===== config.mk =====
export PLATFORM = sky130hd
export DESIGN_NAME = hpt_tuning_regs
export DESIGN_NICKNAME = d
export VERILOG_FILES = /design/src/design/hpt_pkg.sv /design/src/design/hpt_pin_swap.sv /design/src/design/hpt_tuning_regs.sv
export SDC_FILE = /design/constraint.sdc
export NUM_CORES = 1
export LEC_CHECK = 0
export BUFFER_PORTS_ARGS = -buffer_cell sky130_fd_sc_hd__buf_2
export CAP_MARGIN = 20
export CORE_UTILIZATION = 31
export DETAILED_ROUTE_END_ITERATION = 8
export PLACE_DENSITY_LB_ADDON = 0.3
export SYNTH_ARGS = -nofsm -noshare
export SYNTH_HDL_FRONTEND = slang
export SYNTH_HIERARCHICAL = 1
export SYNTH_SLANG_ARGS = --single-unit

===== constraint.sdc =====
create_clock -name mclk -period 3.3 [get_ports mclk]
set_input_delay 0 -clock mclk [delete_from_list [all_inputs] [get_ports mclk]]
set_output_delay 0 -clock mclk [all_outputs]
set_load 0.1 [all_outputs]

===== src/design/hpt_pkg.sv =====
// Package for the hub port transceiver tuning registers
package hpt_pkg;

    // Configuration byte addresses
    localparam logic [7:0] ADDR_DOWNSTREAM_DRIVE_BOOST = 8'hf8;
    localparam logic [7:0] ADDR_DATA_PIN_SWAP = 8'hfa;

    // Reset values
    localparam logic [7:0] RST_DOWNSTREAM_DRIVE_BOOST = 8'h00;
    localparam logic [7:0] RST_DATA_PIN_SWAP = 8'h00;

    // Read value for an address this bank does not hold
    localparam logic [7:0] UNMAPPED_READ = 8'h00;

    // Boost field positions (low bit of each two-bit field)
    localparam int BOOST_PORT_ONE_LSB = 0;
    localparam int BOOST_PORT_TWO_LSB = 2;
    localparam int BOOST_PORT_THREE_LSB = 4;
    localparam int BOOST_PORT_FOUR_LSB = 6;
    localparam int BOOST_FIELD_W = 2;

    // Swap bit positions
    localparam int SWAP_UPSTREAM_BIT = 0;
    localparam int SWAP_PORT_ONE_BIT = 1;
    localparam int SWAP_PORT_TWO_BIT = 2;
    localparam int SWAP_PORT_FOUR_BIT = 3;

    // Only the low four swap bits exist; the rest are reserved
    localparam logic [7:0] SWAP_WRITABLE_MASK = 8'h0f;

    // Transceiver slots: upstream, then downstream ports one to four
    localparam int NUM_XCVR = 5;
    localparam int XCVR_UP = 0;
    localparam int XCVR_P1 = 1;
    localparam int XCVR_P2 = 2;
    localparam int XCVR_P3 = 3;
    localparam int XCVR_P4 = 4;

    // Drive strength selection of one transceiver
    typedef enum logic [1:0] {
        HPT_DRIVE_NORMAL,
        HPT_DRIVE_LOW_BOOST,
        HPT_DRIVE_MEDIUM_BOOST,
        HPT_DRIVE_HIGH_BOOST
    } hpt_drive_t;

    // Drive levels of the four downstream transceivers
    typedef struct packed {
        hpt_drive_t port_four_drive_level;
        hpt_drive_t port_three_drive_level;
        hpt_drive_t port_two_drive_level;
        hpt_drive_t port_one_drive_level;
    } hpt_boost_t;

    // One differential pair as seen by drive logic or by the pins
    typedef struct packed {
        logic pos_out;
        logic pos_oe_n;
        logic neg_out;
        logic neg_oe_n;
    } hpt_pair_drv_t;

    // Received levels of one differential pair
    typedef struct packed {
        logic pos_in;
        logic neg_in;
    } hpt_pair_rcv_t;

endpackage : hpt_pkg


===== src/design/hpt_pin_swap.sv =====
// Swap of the positive and negative data pins of one transceiver
`timescale 1ns/1ps
`default_nettype none

module hpt_pin_swap (
    // Clock and synchronised reset
    input wire logic mclk,
    input wire logic rst_n,
    // Swap control
    input wire logic swap,
    // Transceiver side
    input wire hpt_pkg::hpt_pair_drv_t xcvr_drv,
    output hpt_pkg::hpt_pair_rcv_t xcvr_rcv,
    // Pin side
    output hpt_pkg::hpt_pair_drv_t pin_drv,
    input wire logic positive_data_pin_in,
    input wire logic negative_data_pin_in
);

    logic [1:0] pin_meta;
    logic [1:0] pin_sync;
    hpt_pkg::hpt_pair_drv_t straight_drv;
    hpt_pkg::hpt_pair_drv_t crossed_drv;
    hpt_pkg::hpt_pair_rcv_t straight_rcv;
    hpt_pkg::hpt_pair_rcv_t crossed_rcv;

    // Pins are outside this clock; two stages before use
    always_ff @(posedge mclk or negedge rst_n) begin
        if (!rst_n) begin
            pin_meta <= 2'h0;
            pin_sync <= 2'h0;
        end else begin
            pin_meta <= {positive_data_pin_in, negative_data_pin_in};
            pin_sync <= pin_meta;
        end
    end

    assign straight_drv = xcvr_drv;
    assign crossed_drv = '{pos_out: xcvr_drv.neg_out, pos_oe_n: xcvr_drv.neg_oe_n,
                           neg_out: xcvr_drv.pos_out, neg_oe_n: xcvr_drv.pos_oe_n};
    assign straight_rcv = '{pos_in: pin_sync[1], neg_in: pin_sync[0]};
    assign crossed_rcv = '{pos_in: pin_sync[0], neg_in: pin_sync[1]};

    // Clear keeps roles, set exchanges them both ways
    assign pin_drv = swap ? crossed_drv : straight_drv;
    assign xcvr_rcv = swap ? crossed_rcv : straight_rcv;

endmodule : hpt_pin_swap
`default_nettype wire


===== src/design/hpt_tuning_regs.sv =====
// Drive boost and data pin swap configuration registers of the hub
`timescale 1ns/1ps
`default_nettype none

module hpt_tuning_regs (
    // Clock and reset
    input wire logic mclk,
    input wire logic nrst,
    // Configuration byte port from the loader
    input wire logic [7:0] cfg_addr,
    input wire logic [7:0] cfg_wdata,
    input wire logic cfg_wr,
    input wire logic cfg_rd,
    output logic [7:0] cfg_rdata,
    output logic cfg_rvalid,
    // Drive levels to the downstream transceivers
    output hpt_pkg::hpt_boost_t drive_boost,
    // Swap state per transceiver slot
    output logic [hpt_pkg::NUM_XCVR-1:0] swap_active,
    // Transceiver side of each slot
    input wire hpt_pkg::hpt_pair_drv_t [hpt_pkg::NUM_XCVR-1:0] xcvr_drv,
    output hpt_pkg::hpt_pair_rcv_t [hpt_pkg::NUM_XCVR-1:0] xcvr_rcv,
    // Pin side of each slot
    output logic [hpt_pkg::NUM_XCVR-1:0] positive_data_pin_out,
    output logic [hpt_pkg::NUM_XCVR-1:0] positive_data_pin_oe_n,
    input wire logic [hpt_pkg::NUM_XCVR-1:0] positive_data_pin_in,
    output logic [hpt_pkg::NUM_XCVR-1:0] negative_data_pin_out,
    output logic [hpt_pkg::NUM_XCVR-1:0] negative_data_pin_oe_n,
    input wire logic [hpt_pkg::NUM_XCVR-1:0] negative_data_pin_in
);

    // Two-bit field of a byte, used for every boost slice
    function automatic hpt_pkg::hpt_drive_t boost_field(input logic [7:0] value,
                                                       input int lsb);
        logic [hpt_pkg::BOOST_FIELD_W-1:0] bits;
        bits = value[lsb +: hpt_pkg::BOOST_FIELD_W];
        return hpt_pkg::hpt_drive_t'(bits);
    endfunction : boost_field

    // Reset synchroniser
    logic rst_meta_n;
    logic rst_n;

    // Register storage
    logic [7:0] downstream_drive_boost;
    logic [7:0] data_pin_swap;
    logic [7:0] next_downstream_drive_boost;
    logic [7:0] next_data_pin_swap;

    // Decode
    wire hit_boost;
    wire hit_swap;
    wire wr_boost;
    wire wr_swap;
    wire [7:0] read_mux;

    // Derived controls
    hpt_pkg::hpt_boost_t next_drive_boost;
    logic [hpt_pkg::NUM_XCVR-1:0] next_swap_active;
    hpt_pkg::hpt_pair_drv_t [hpt_pkg::NUM_XCVR-1:0] pin_drv;

    // Reset release through two stages; assertion stays asynchronous
    always_ff @(posedge mclk or negedge nrst) begin
        if (!nrst) begin
            rst_meta_n <= 1'b0;
            rst_n <= 1'b0;
        end else begin
            rst_meta_n <= 1'b1;
            rst_n <= rst_meta_n;
        end
    end

    // Address decode
    assign hit_boost = (cfg_addr == hpt_pkg::ADDR_DOWNSTREAM_DRIVE_BOOST);
    assign hit_swap = (cfg_addr == hpt_pkg::ADDR_DATA_PIN_SWAP);
    assign wr_boost = cfg_wr && hit_boost;
    assign wr_swap = cfg_wr && hit_swap;

    // Whole byte stored; every boost code is legal
    assign next_downstream_drive_boost = wr_boost ? cfg_wdata : downstream_drive_boost;

    // Reserved swap bits are forced to zero on store
    assign next_data_pin_swap = wr_swap ? (cfg_wdata & hpt_pkg::SWAP_WRITABLE_MASK)
                                        : data_pin_swap;

    always_ff @(posedge mclk or negedge rst_n) begin
        if (!rst_n) begin
            downstream_drive_boost <= hpt_pkg::RST_DOWNSTREAM_DRIVE_BOOST;
            data_pin_swap <= hpt_pkg::RST_DATA_PIN_SWAP;
        end else begin
            downstream_drive_boost <= next_downstream_drive_boost;
            data_pin_swap <= next_data_pin_swap;
        end
    end

    // Read back; a read in the cycle of a write sees the old value
    assign read_mux = hit_boost ? downstream_drive_boost
                    : hit_swap ? data_pin_swap
                    : hpt_pkg::UNMAPPED_READ;

    always_ff @(posedge mclk or negedge rst_n) begin
        if (!rst_n) begin
            cfg_rdata <= hpt_pkg::UNMAPPED_READ;
            cfg_rvalid <= 1'b0;
        end else begin
            cfg_rdata <= cfg_rd ? read_mux : cfg_rdata;
            cfg_rvalid <= cfg_rd;
        end
    end

    // Boost slices per downstream port
    assign next_drive_boost.port_four_drive_level =
        boost_field(downstream_drive_boost, hpt_pkg::BOOST_PORT_FOUR_LSB);
    assign next_drive_boost.port_three_drive_level =
        boost_field(downstream_drive_boost, hpt_pkg::BOOST_PORT_THREE_LSB);
    assign next_drive_boost.port_two_drive_level =
        boost_field(downstream_drive_boost, hpt_pkg::BOOST_PORT_TWO_LSB);
    assign next_drive_boost.port_one_drive_level =
        boost_field(downstream_drive_boost, hpt_pkg::BOOST_PORT_ONE_LSB);

    // Swap bit per slot; port three has no swap bit and stays straight
    assign next_swap_active[hpt_pkg::XCVR_UP] =
        data_pin_swap[hpt_pkg::SWAP_UPSTREAM_BIT];
    assign next_swap_active[hpt_pkg::XCVR_P1] =
        data_pin_swap[hpt_pkg::SWAP_PORT_ONE_BIT];
    assign next_swap_active[hpt_pkg::XCVR_P2] =
        data_pin_swap[hpt_pkg::SWAP_PORT_TWO_BIT];
    assign next_swap_active[hpt_pkg::XCVR_P3] = 1'b0;
    assign next_swap_active[hpt_pkg::XCVR_P4] =
        data_pin_swap[hpt_pkg::SWAP_PORT_FOUR_BIT];

    // Controls leave through flops so the analogue side sees clean levels
    always_ff @(posedge mclk or negedge rst_n) begin
        if (!rst_n) begin
            drive_boost <= hpt_pkg::hpt_boost_t'(hpt_pkg::RST_DOWNSTREAM_DRIVE_BOOST);
            swap_active <= '0;
        end else begin
            drive_boost <= next_drive_boost;
            swap_active <= next_swap_active;
        end
    end

    // One pin swap per transceiver slot
    genvar g;
    generate
        for (g = 0; g < hpt_pkg::NUM_XCVR; g++) begin : g_slot
            hpt_pin_swap u_swap (
                .mclk(mclk),
                .rst_n(rst_n),
                .swap(swap_active[g]),
                .xcvr_drv(xcvr_drv[g]),
                .xcvr_rcv(xcvr_rcv[g]),
                .pin_drv(pin_drv[g]),
                .positive_data_pin_in(positive_data_pin_in[g]),
                .negative_data_pin_in(negative_data_pin_in[g])
            );
            assign positive_data_pin_out[g] = pin_drv[g].pos_out;
            assign positive_data_pin_oe_n[g] = pin_drv[g].pos_oe_n;
            assign negative_data_pin_out[g] = pin_drv[g].neg_out;
            assign negative_data_pin_oe_n[g] = pin_drv[g].neg_oe_n;
        end
    endgenerate

endmodule : hpt_tuning_regs
`default_nettype wire


# == Word-level counts from Yosys, hierarchy flattened ==
# Cells that the tools add are included.
# totals
register_bits,55
input_bits,50
out_inout_bits,52
wordCells,35
# classes
eq_ne,2
mux,10
reduce_logical,2
# op_table
operator,n
4-bit two-way mux,5
8-bit == test (second input constant),2
2-bit two-way mux,4
8-bit two-way mux,1
1-bit logical AND,2

# == Longest topological paths before layout ==
# Gate-level depths: netlist of the first run.
# logic_depth
depth_word,3
ltp_mapped,4
mapped_depth_nobuf,3

# == Modules after synthesis ==
# Netlist of the first run, hierarchy kept.
# by_module_without_submodules
module,instances,cells_per_inst,area_per_inst_um2,seq_area_each_um2
hpt_tuning_regs,1,87,1247.4,875.8
hpt_pin_swap,5,11,201.4,100.1

# == Worst setup path after synthesis of the first run ==
# No wires, ideal clock.
# synth_timing
path_type,register to output
start,register swap_active[0] in the netlist's numbering
end,output negative_data_pin_oe_n[0] in the netlist's numbering
arrival_ns,1.586
required_time_ns,3.300
slack_ns,1.714
path_stages_with_launch,3
path_buffers,1
path_cell_list,dfrtp_1 -> buf_6 -> mux2_4
# synth_via
elab_chain_len,1
# synth_lines
item,line,rtl
start: declaration,hpt_tuning_regs.sv:19,"output logic [hpt_pkg::NUM_XCVR-1:0] swap_active,"
start signal: assignment,hpt_tuning_regs.sv:139,swap_active <= next_swap_active;
4-bit two-way mux,hpt_pin_swap.sv:45,assign pin_drv = swap ? crossed_drv : straight_drv;
end: declaration,hpt_tuning_regs.sv:28,"output logic [hpt_pkg::NUM_XCVR-1:0] negative_data_pin_oe_n,"
# No other way between the ends.

==> impl_metrics.env, run 1 <==
export IMPL_final_common_cell="buf_2"
export IMPL_io_pins=102
export IMPL_cts_resized=0
export IMPL_design_area_um2=3110
export IMPL_synth_area_um2=2250
export IMPL_cts_tree="yes"
export IMPL_status="finished, final reports clean"
export IMPL_ys_seq_area_share_pct=61.0
export IMPL_cts_max_level=2
export IMPL_cap_violations=0
export IMPL_fmax_mhz=661
export IMPL_io_buffers=100
export IMPL_antenna_cells=0
export IMPL_max_stage_delay_ns=0.57
export IMPL_detail_route_vias_per_cell=4.20
export IMPL_cp_arrival_ns=1.51
export IMPL_route_detailed_drc=0
export IMPL_core_um2=6910
export IMPL_grtUsageTotal_pct=11.8
export IMPL_peakVddDrop_mv=0.245
export IMPL_cts_buffers=5
export IMPL_hpwl_mm=3.24
export IMPL_critical_path_class="reg2out"
export IMPL_rsz0062_at_grt="no"
export IMPL_grt_ovfl_total=0
export IMPL_place_gp_congestion=0.711
export IMPL_p_per_area_nw_per_um2=468
export IMPL_setup_tns_ns=0
export IMPL_grt_pass1_vias=1457
export IMPL_drtIter0Drc=22
export IMPL_vias=1518
export IMPL_synth_seq_cells=55
export IMPL_die_width_um=87.3
export IMPL_path_clk_slew_ns=0.10
export IMPL_die_y_um=87.3
export IMPL_grt_pass1_wl_mm=6.68
export IMPL_synth_top_area_cell="dfrtp_1"
export IMPL_fin_skew_ns=0.00937
export IMPL_p_leak_nw=1.62
export IMPL_synth_area_top_cells="dfrtp_1 (61%), mux2_4 (20%), mux2_2 (8.0%)"
export IMPL_hold_path_class="in2reg"
export IMPL_routed_wl_mm=4.32
export IMPL_fin_cells=361
export IMPL_grt_start_max_net_pins=39
export IMPL_synth_top_cell_area_share_pct=61.0
export IMPL_rows=30
export IMPL_final_cell_mix="buf_2 (100), dfrtp_1 (54), mux2_4 (30)"
export IMPL_max_slew_worst_pin_slew_ns=0.820
export IMPL_start_util_pct=32.6
export IMPL_crit_fanout=7
export IMPL_cts_hold_buffers=21
export IMPL_start_kind="flop"
export IMPL_drt_wirelength_per_cell_um=12.0
export IMPL_layout_drive_gt1_share_pct=60.0
export IMPL_cts_root_buffer="clkbuf_8"
export IMPL_nNetsFinal=314
export IMPL_yosysWarnings=6
export IMPL_post_route_period_util_pct=45.9
export IMPL_antenna_found_initial=0
export IMPL_ant_nets=0
export IMPL_syn_inst=142
export IMPL_yosys_cell_types_count=15
export IMPL_firstDrtPassIters=4
export IMPL_clkSinkCount=55
export IMPL_path_cells="mux2_4 > buf_2"
export IMPL_min_period_ns=1.51
export IMPL_finalHoldViolations=0
export IMPL_setup_viol=0
export IMPL_finish_utilization_pct=45.1
export IMPL_clock_latency_ns=0.30
export IMPL_dpl_instance_area_um2=2820
export IMPL_crit_required_ns=3.30
export IMPL_area_growth_pct=38.1
export IMPL_post_cts_buffers=0
export IMPL_placed_cells=332
export IMPL_die_area_um2=7620
export IMPL_ctsLongestPathBuffers=2
export IMPL_slew_viol_final=0
export IMPL_slew_headroom_pct=45.3
export IMPL_synth_area_per_cell_um2=15.9
export IMPL_cp_end_kind="output pin"
export IMPL_slowest_stage="dfrtp_1"
-- layout make-up --
class                   count  area (µm²)
clock buffers               5        68.8
clock inverters             3        18.8
fillers                   665        3790
inverters                   8        30.0
multi-input cells          72         781
flip-flops and latches     55        1380
well taps                  96         120
repair buffers            122         718
-- final timing paths --
check                                                to  slack (ns)                          from  cells past startpoint
max in group asynchronous                  cfg_rdata[4]        2.23                         rst_n                      1
min in group asynchronous  g_slot[3].u_swap/pin_sync[1]        0.36                         rst_n                      0
min                           downstream_drive_boost[4]        0.20                        cfg_wr                      3
min reg2reg                g_slot[4].u_swap/pin_sync[1]        0.35  g_slot[4].u_swap/pin_meta[1]                      0
max reg2reg                                cfg_rdata[4]        2.23                         rst_n                      1
max                                         xcvr_rcv[9]        1.79                swap_active[4]                      2
-- per-layer routing --
layer	up-vias	wire, µm	part of all wire (%)	track usage, %
met2	67	2000	46	19.2
li1	726	-	-	-
met1	721	1910	44	14.2
met5	-	0	0	0
met4	0	61	1.4	4.47
met3	4	356	8.2	4.17
-- worst max-delay path: cells and delay by family (launching register included) --
| family | cells | cell delay, ns |
|---|---|---|
| buffers and inverters | 1 | 0.42 |
| DFF | 1 | 0.57 |
| muxes | 1 | 0.23 |
-- registers in the layout (all words and copies together) (netlist names) --
name,count
drive_boost,8
cfg_rvalid,1
g_slot.u_swap/pin_meta,10
cfg_rdata,8
swap_active,4
downstream_drive_boost,8
data_pin_swap,4
rst_n,1
rst_meta_n,1
g_slot.u_swap/pin_sync,10
-- synthesized netlist by cell type, drive strengths merged --
master	number
nand3	1
and3b	1
clkbuf	2
mux2	46
conb	2
and4b	1
inv	8
o22ai	8
nand2	10
buf	6
and4bb	1
and4	1
dfrtp	55
-- cell families after synthesis --
logic type,Yosys count,synth area share (%)
compound gates,8,2.22
buf+inv,16,4.50
flops,55,61.0
mux,46,28.0
other cells,2,0.333
simple gates,15,3.94
-- power by group --
group          switching, W  total, W  internal [W]
registers         0.0000273  0.000729      0.000701
logic              0.000264  0.000371      0.000107
clock network      0.000208  0.000358      0.000150
-- stage by stage --
step	setup WS, ns	hold WS [ns]	power (W)
3_5_place_dp	2.10	-0.213	0.00110
4_1_cts	1.79	0.207	0.00148
5_1_grt	1.72	0.214	0.00152
6_report	1.79	0.204	0.00146
2_1_floorplan	1.66	-0.296	0.00109
3_3_place_gp	2.12	-0.213	0.00109
Power figures use the tool's default switching activity.
==> inputs of run 2 (changes only) <==
- clock period: 3.3 -> 1.4 ns (I/O delays scaled with it)
==> impl_metrics.env, run 2 (synthesis gave the netlist of run 1 again) <==
export IMPL_grtUsageTotal_pct=13.2
export IMPL_design_area_um2=3510
export IMPL_firstDrtPassIters=4
export IMPL_setup_viol=0
export IMPL_fin_skew_ns=0.00555
export IMPL_clkPwrFrac_pct=25.1
export IMPL_routed_wl_mm=4.73
export IMPL_final_cell_mix="buf_2 (76), dfrtp_1 (50), mux2_4 (30)"
export IMPL_reg2reg_depth=3
export IMPL_cts_tree="yes"
export IMPL_place_gp_congestion=0.709
export IMPL_peakVddDrop_mv=0.519
export IMPL_cts_resized=0
export IMPL_crit_buf_inv=1
export IMPL_reg_top3="g_slot.u_swap/pin_meta (10), g_slot.u_swap/pin_sync (10)"
export IMPL_final_common_cell="buf_2"
export IMPL_rsz0062_at_grt="no"
export IMPL_slowest_stage="dfrtp_2"
export IMPL_status="finished, final reports clean"
export IMPL_cts_buffers=5
export IMPL_drtIter0Drc=51
export IMPL_die_y_um=87.3
export IMPL_nNetsFinal=315
export IMPL_fmax_mhz=762
export IMPL_swShare_pct=32.5
export IMPL_die_width_um=87.3
export IMPL_clock_latency_ns=0.30
export IMPL_p_int_w=0.00248
export IMPL_detail_route_vias_per_cell=4.30
export IMPL_setup_tns_ns=0
export IMPL_place_ws_ns=0.209
export IMPL_start_kind="flop"
export IMPL_p_comb_share_pct=28.6
export IMPL_core_um2=6910
export IMPL_path_delay_family="flip-flops"
export IMPL_path_clk_slew_ns=0.09
export IMPL_start_util_pct=32.6
export IMPL_min_period_ns=1.31
export IMPL_finalHoldViolations=0
export IMPL_timing_rr_end="cfg_rdata[0]"
export IMPL_clkSinkCount=55
export IMPL_ctsLongestPathBuffers=2
export IMPL_cp_endpoint="xcvr_rcv[8]"
export IMPL_cap_violations=0
export IMPL_p_total_w=0.00368
export IMPL_io_buffers=100
export IMPL_path_cells="mux2_4 > buf_12"
export IMPL_dpl_instance_area_um2=3200
export IMPL_crit_start="swap_active[4]"
export IMPL_finish_utilization_pct=50.9
export IMPL_crit_required_ns=1.40
export IMPL_postLayoutSetupSlackWorst_ns=0.0883
export IMPL_cts_max_level=2
export IMPL_grt_pass1_wl_mm=7.62
export IMPL_cp_end_kind="output pin"
export IMPL_crit_fanout=7
export IMPL_timing_rr_start="data_pin_swap[0]"
export IMPL_hpwl_mm=3.56
export IMPL_antenna_found_initial=0
export IMPL_io_pins=102
export IMPL_layout_drive_gt1_share_pct=61.3
export IMPL_critical_path_class="reg2out"
export IMPL_route_detailed_drc=0
export IMPL_min_from="cfg_addr[1]"
export IMPL_max_stage_delay_ns=0.50
export IMPL_hold_path_class="in2reg"
export IMPL_antenna_cells=0
export IMPL_slew_viol_final=0
export IMPL_cts_root_buffer="clkbuf_8"
export IMPL_drt_wirelength_per_cell_um=13.1
export IMPL_die_area_um2=7620
export IMPL_worstSetupPathDepth=2
export IMPL_switchingPower_w=0.00120
export IMPL_p_per_area_nw_per_um2=1050
export IMPL_seq_power_share_pct=46.2
export IMPL_post_route_period_util_pct=93.7
export IMPL_r2r_setup_slack_ns=0.46
export IMPL_area_growth_pct=55.8
export IMPL_p_leak_nw=1.76
export IMPL_vias=1557
export IMPL_grt_start_max_net_pins=37
export IMPL_grt_ovfl_total=0
export IMPL_rows=30
export IMPL_ant_nets=0
export IMPL_cp_arrival_ns=1.31
export IMPL_grt_pass1_vias=1581
[run 2: changes by cell type in the layout (fill, tap and decap cells not counted), sizes merged]
| cell | previous run | this run |
|---|---|---|
| buf | 101 | 102 |
| inv | 9 | 8 |
| clkinv | 2 | 0 |
| clkbuf | 5 | 8 |
[run 2: area by class of cell]
class                           count  area, µm²
Clock buffer                        8        100
Fill cell                         646       3390
Inverter                            8       30.0
Multi-Input combinational cell     72        781
Sequential cell                    55       1380
Tap cell                           96        120
Timing Repair Buffer              123       1100
[run 2: per-stage QoR]
step | hold WS [ns] | instances
after floorplan | -0.296 | 143
after global placement | -0.209 | 333
after detailed placement | -0.208 | 333
after CTS | 0.190 | 362
after global routing | 0.229 | 362
final | 0.194 | 362
[run 2: per-layer routing]
layer | track usage [%] | part of all wire [%] | wire, µm | vias up
met5 | 0 | 0 | 0 | -
met4 | 4.47 | 1.2 | 59 | 0
met3 | 3.98 | 8.5 | 400 | 8
met2 | 22.2 | 49 | 2320 | 69
met1 | 16.1 | 41 | 1950 | 753
li1 | - | - | - | 727
[run 2: tightest hold or removal path: stages]
cell and delay (ns):
buf_2 0.15, mux2_2 0.16, nand2_1 0.05, o22ai_1 0.09
[run 2: worst min path at each step]
stage	to	slack, ns	cells past startpoint
2_1_floorplan	rst_meta_n	-0.30	0
3_3_place_gp	rst_meta_n	-0.21	1
3_5_place_dp	rst_meta_n	-0.21	1
4_1_cts	cfg_rdata[3]	0.19	4
5_1_grt	downstream_drive_boost[0]	0.23	3
6_report	cfg_rdata[3]	0.19	4
[run 2: what timing repair did]
item,4_1_cts,5_1_grt
hold endpoints to repair,25,0
buffers inserted,0,0
endpoints found under the setup margin,0,0
hold buffers,21,0
[run 2: power by group through the flow]
| stage | registers (W) | clock network (W) | logic (W) |
|---|---|---|---|
| after floorplan | 0.00186 | 0 | 0.000701 |
| after global placement | 0.00173 | 0 | 0.00100 |
| after detailed placement | 0.00173 | 0 | 0.00101 |
| after CTS | 0.00170 | 0.000973 | 0.00106 |
| after global routing | 0.00171 | 0.00103 | 0.00109 |
| final | 0.00170 | 0.000925 | 0.00105 |
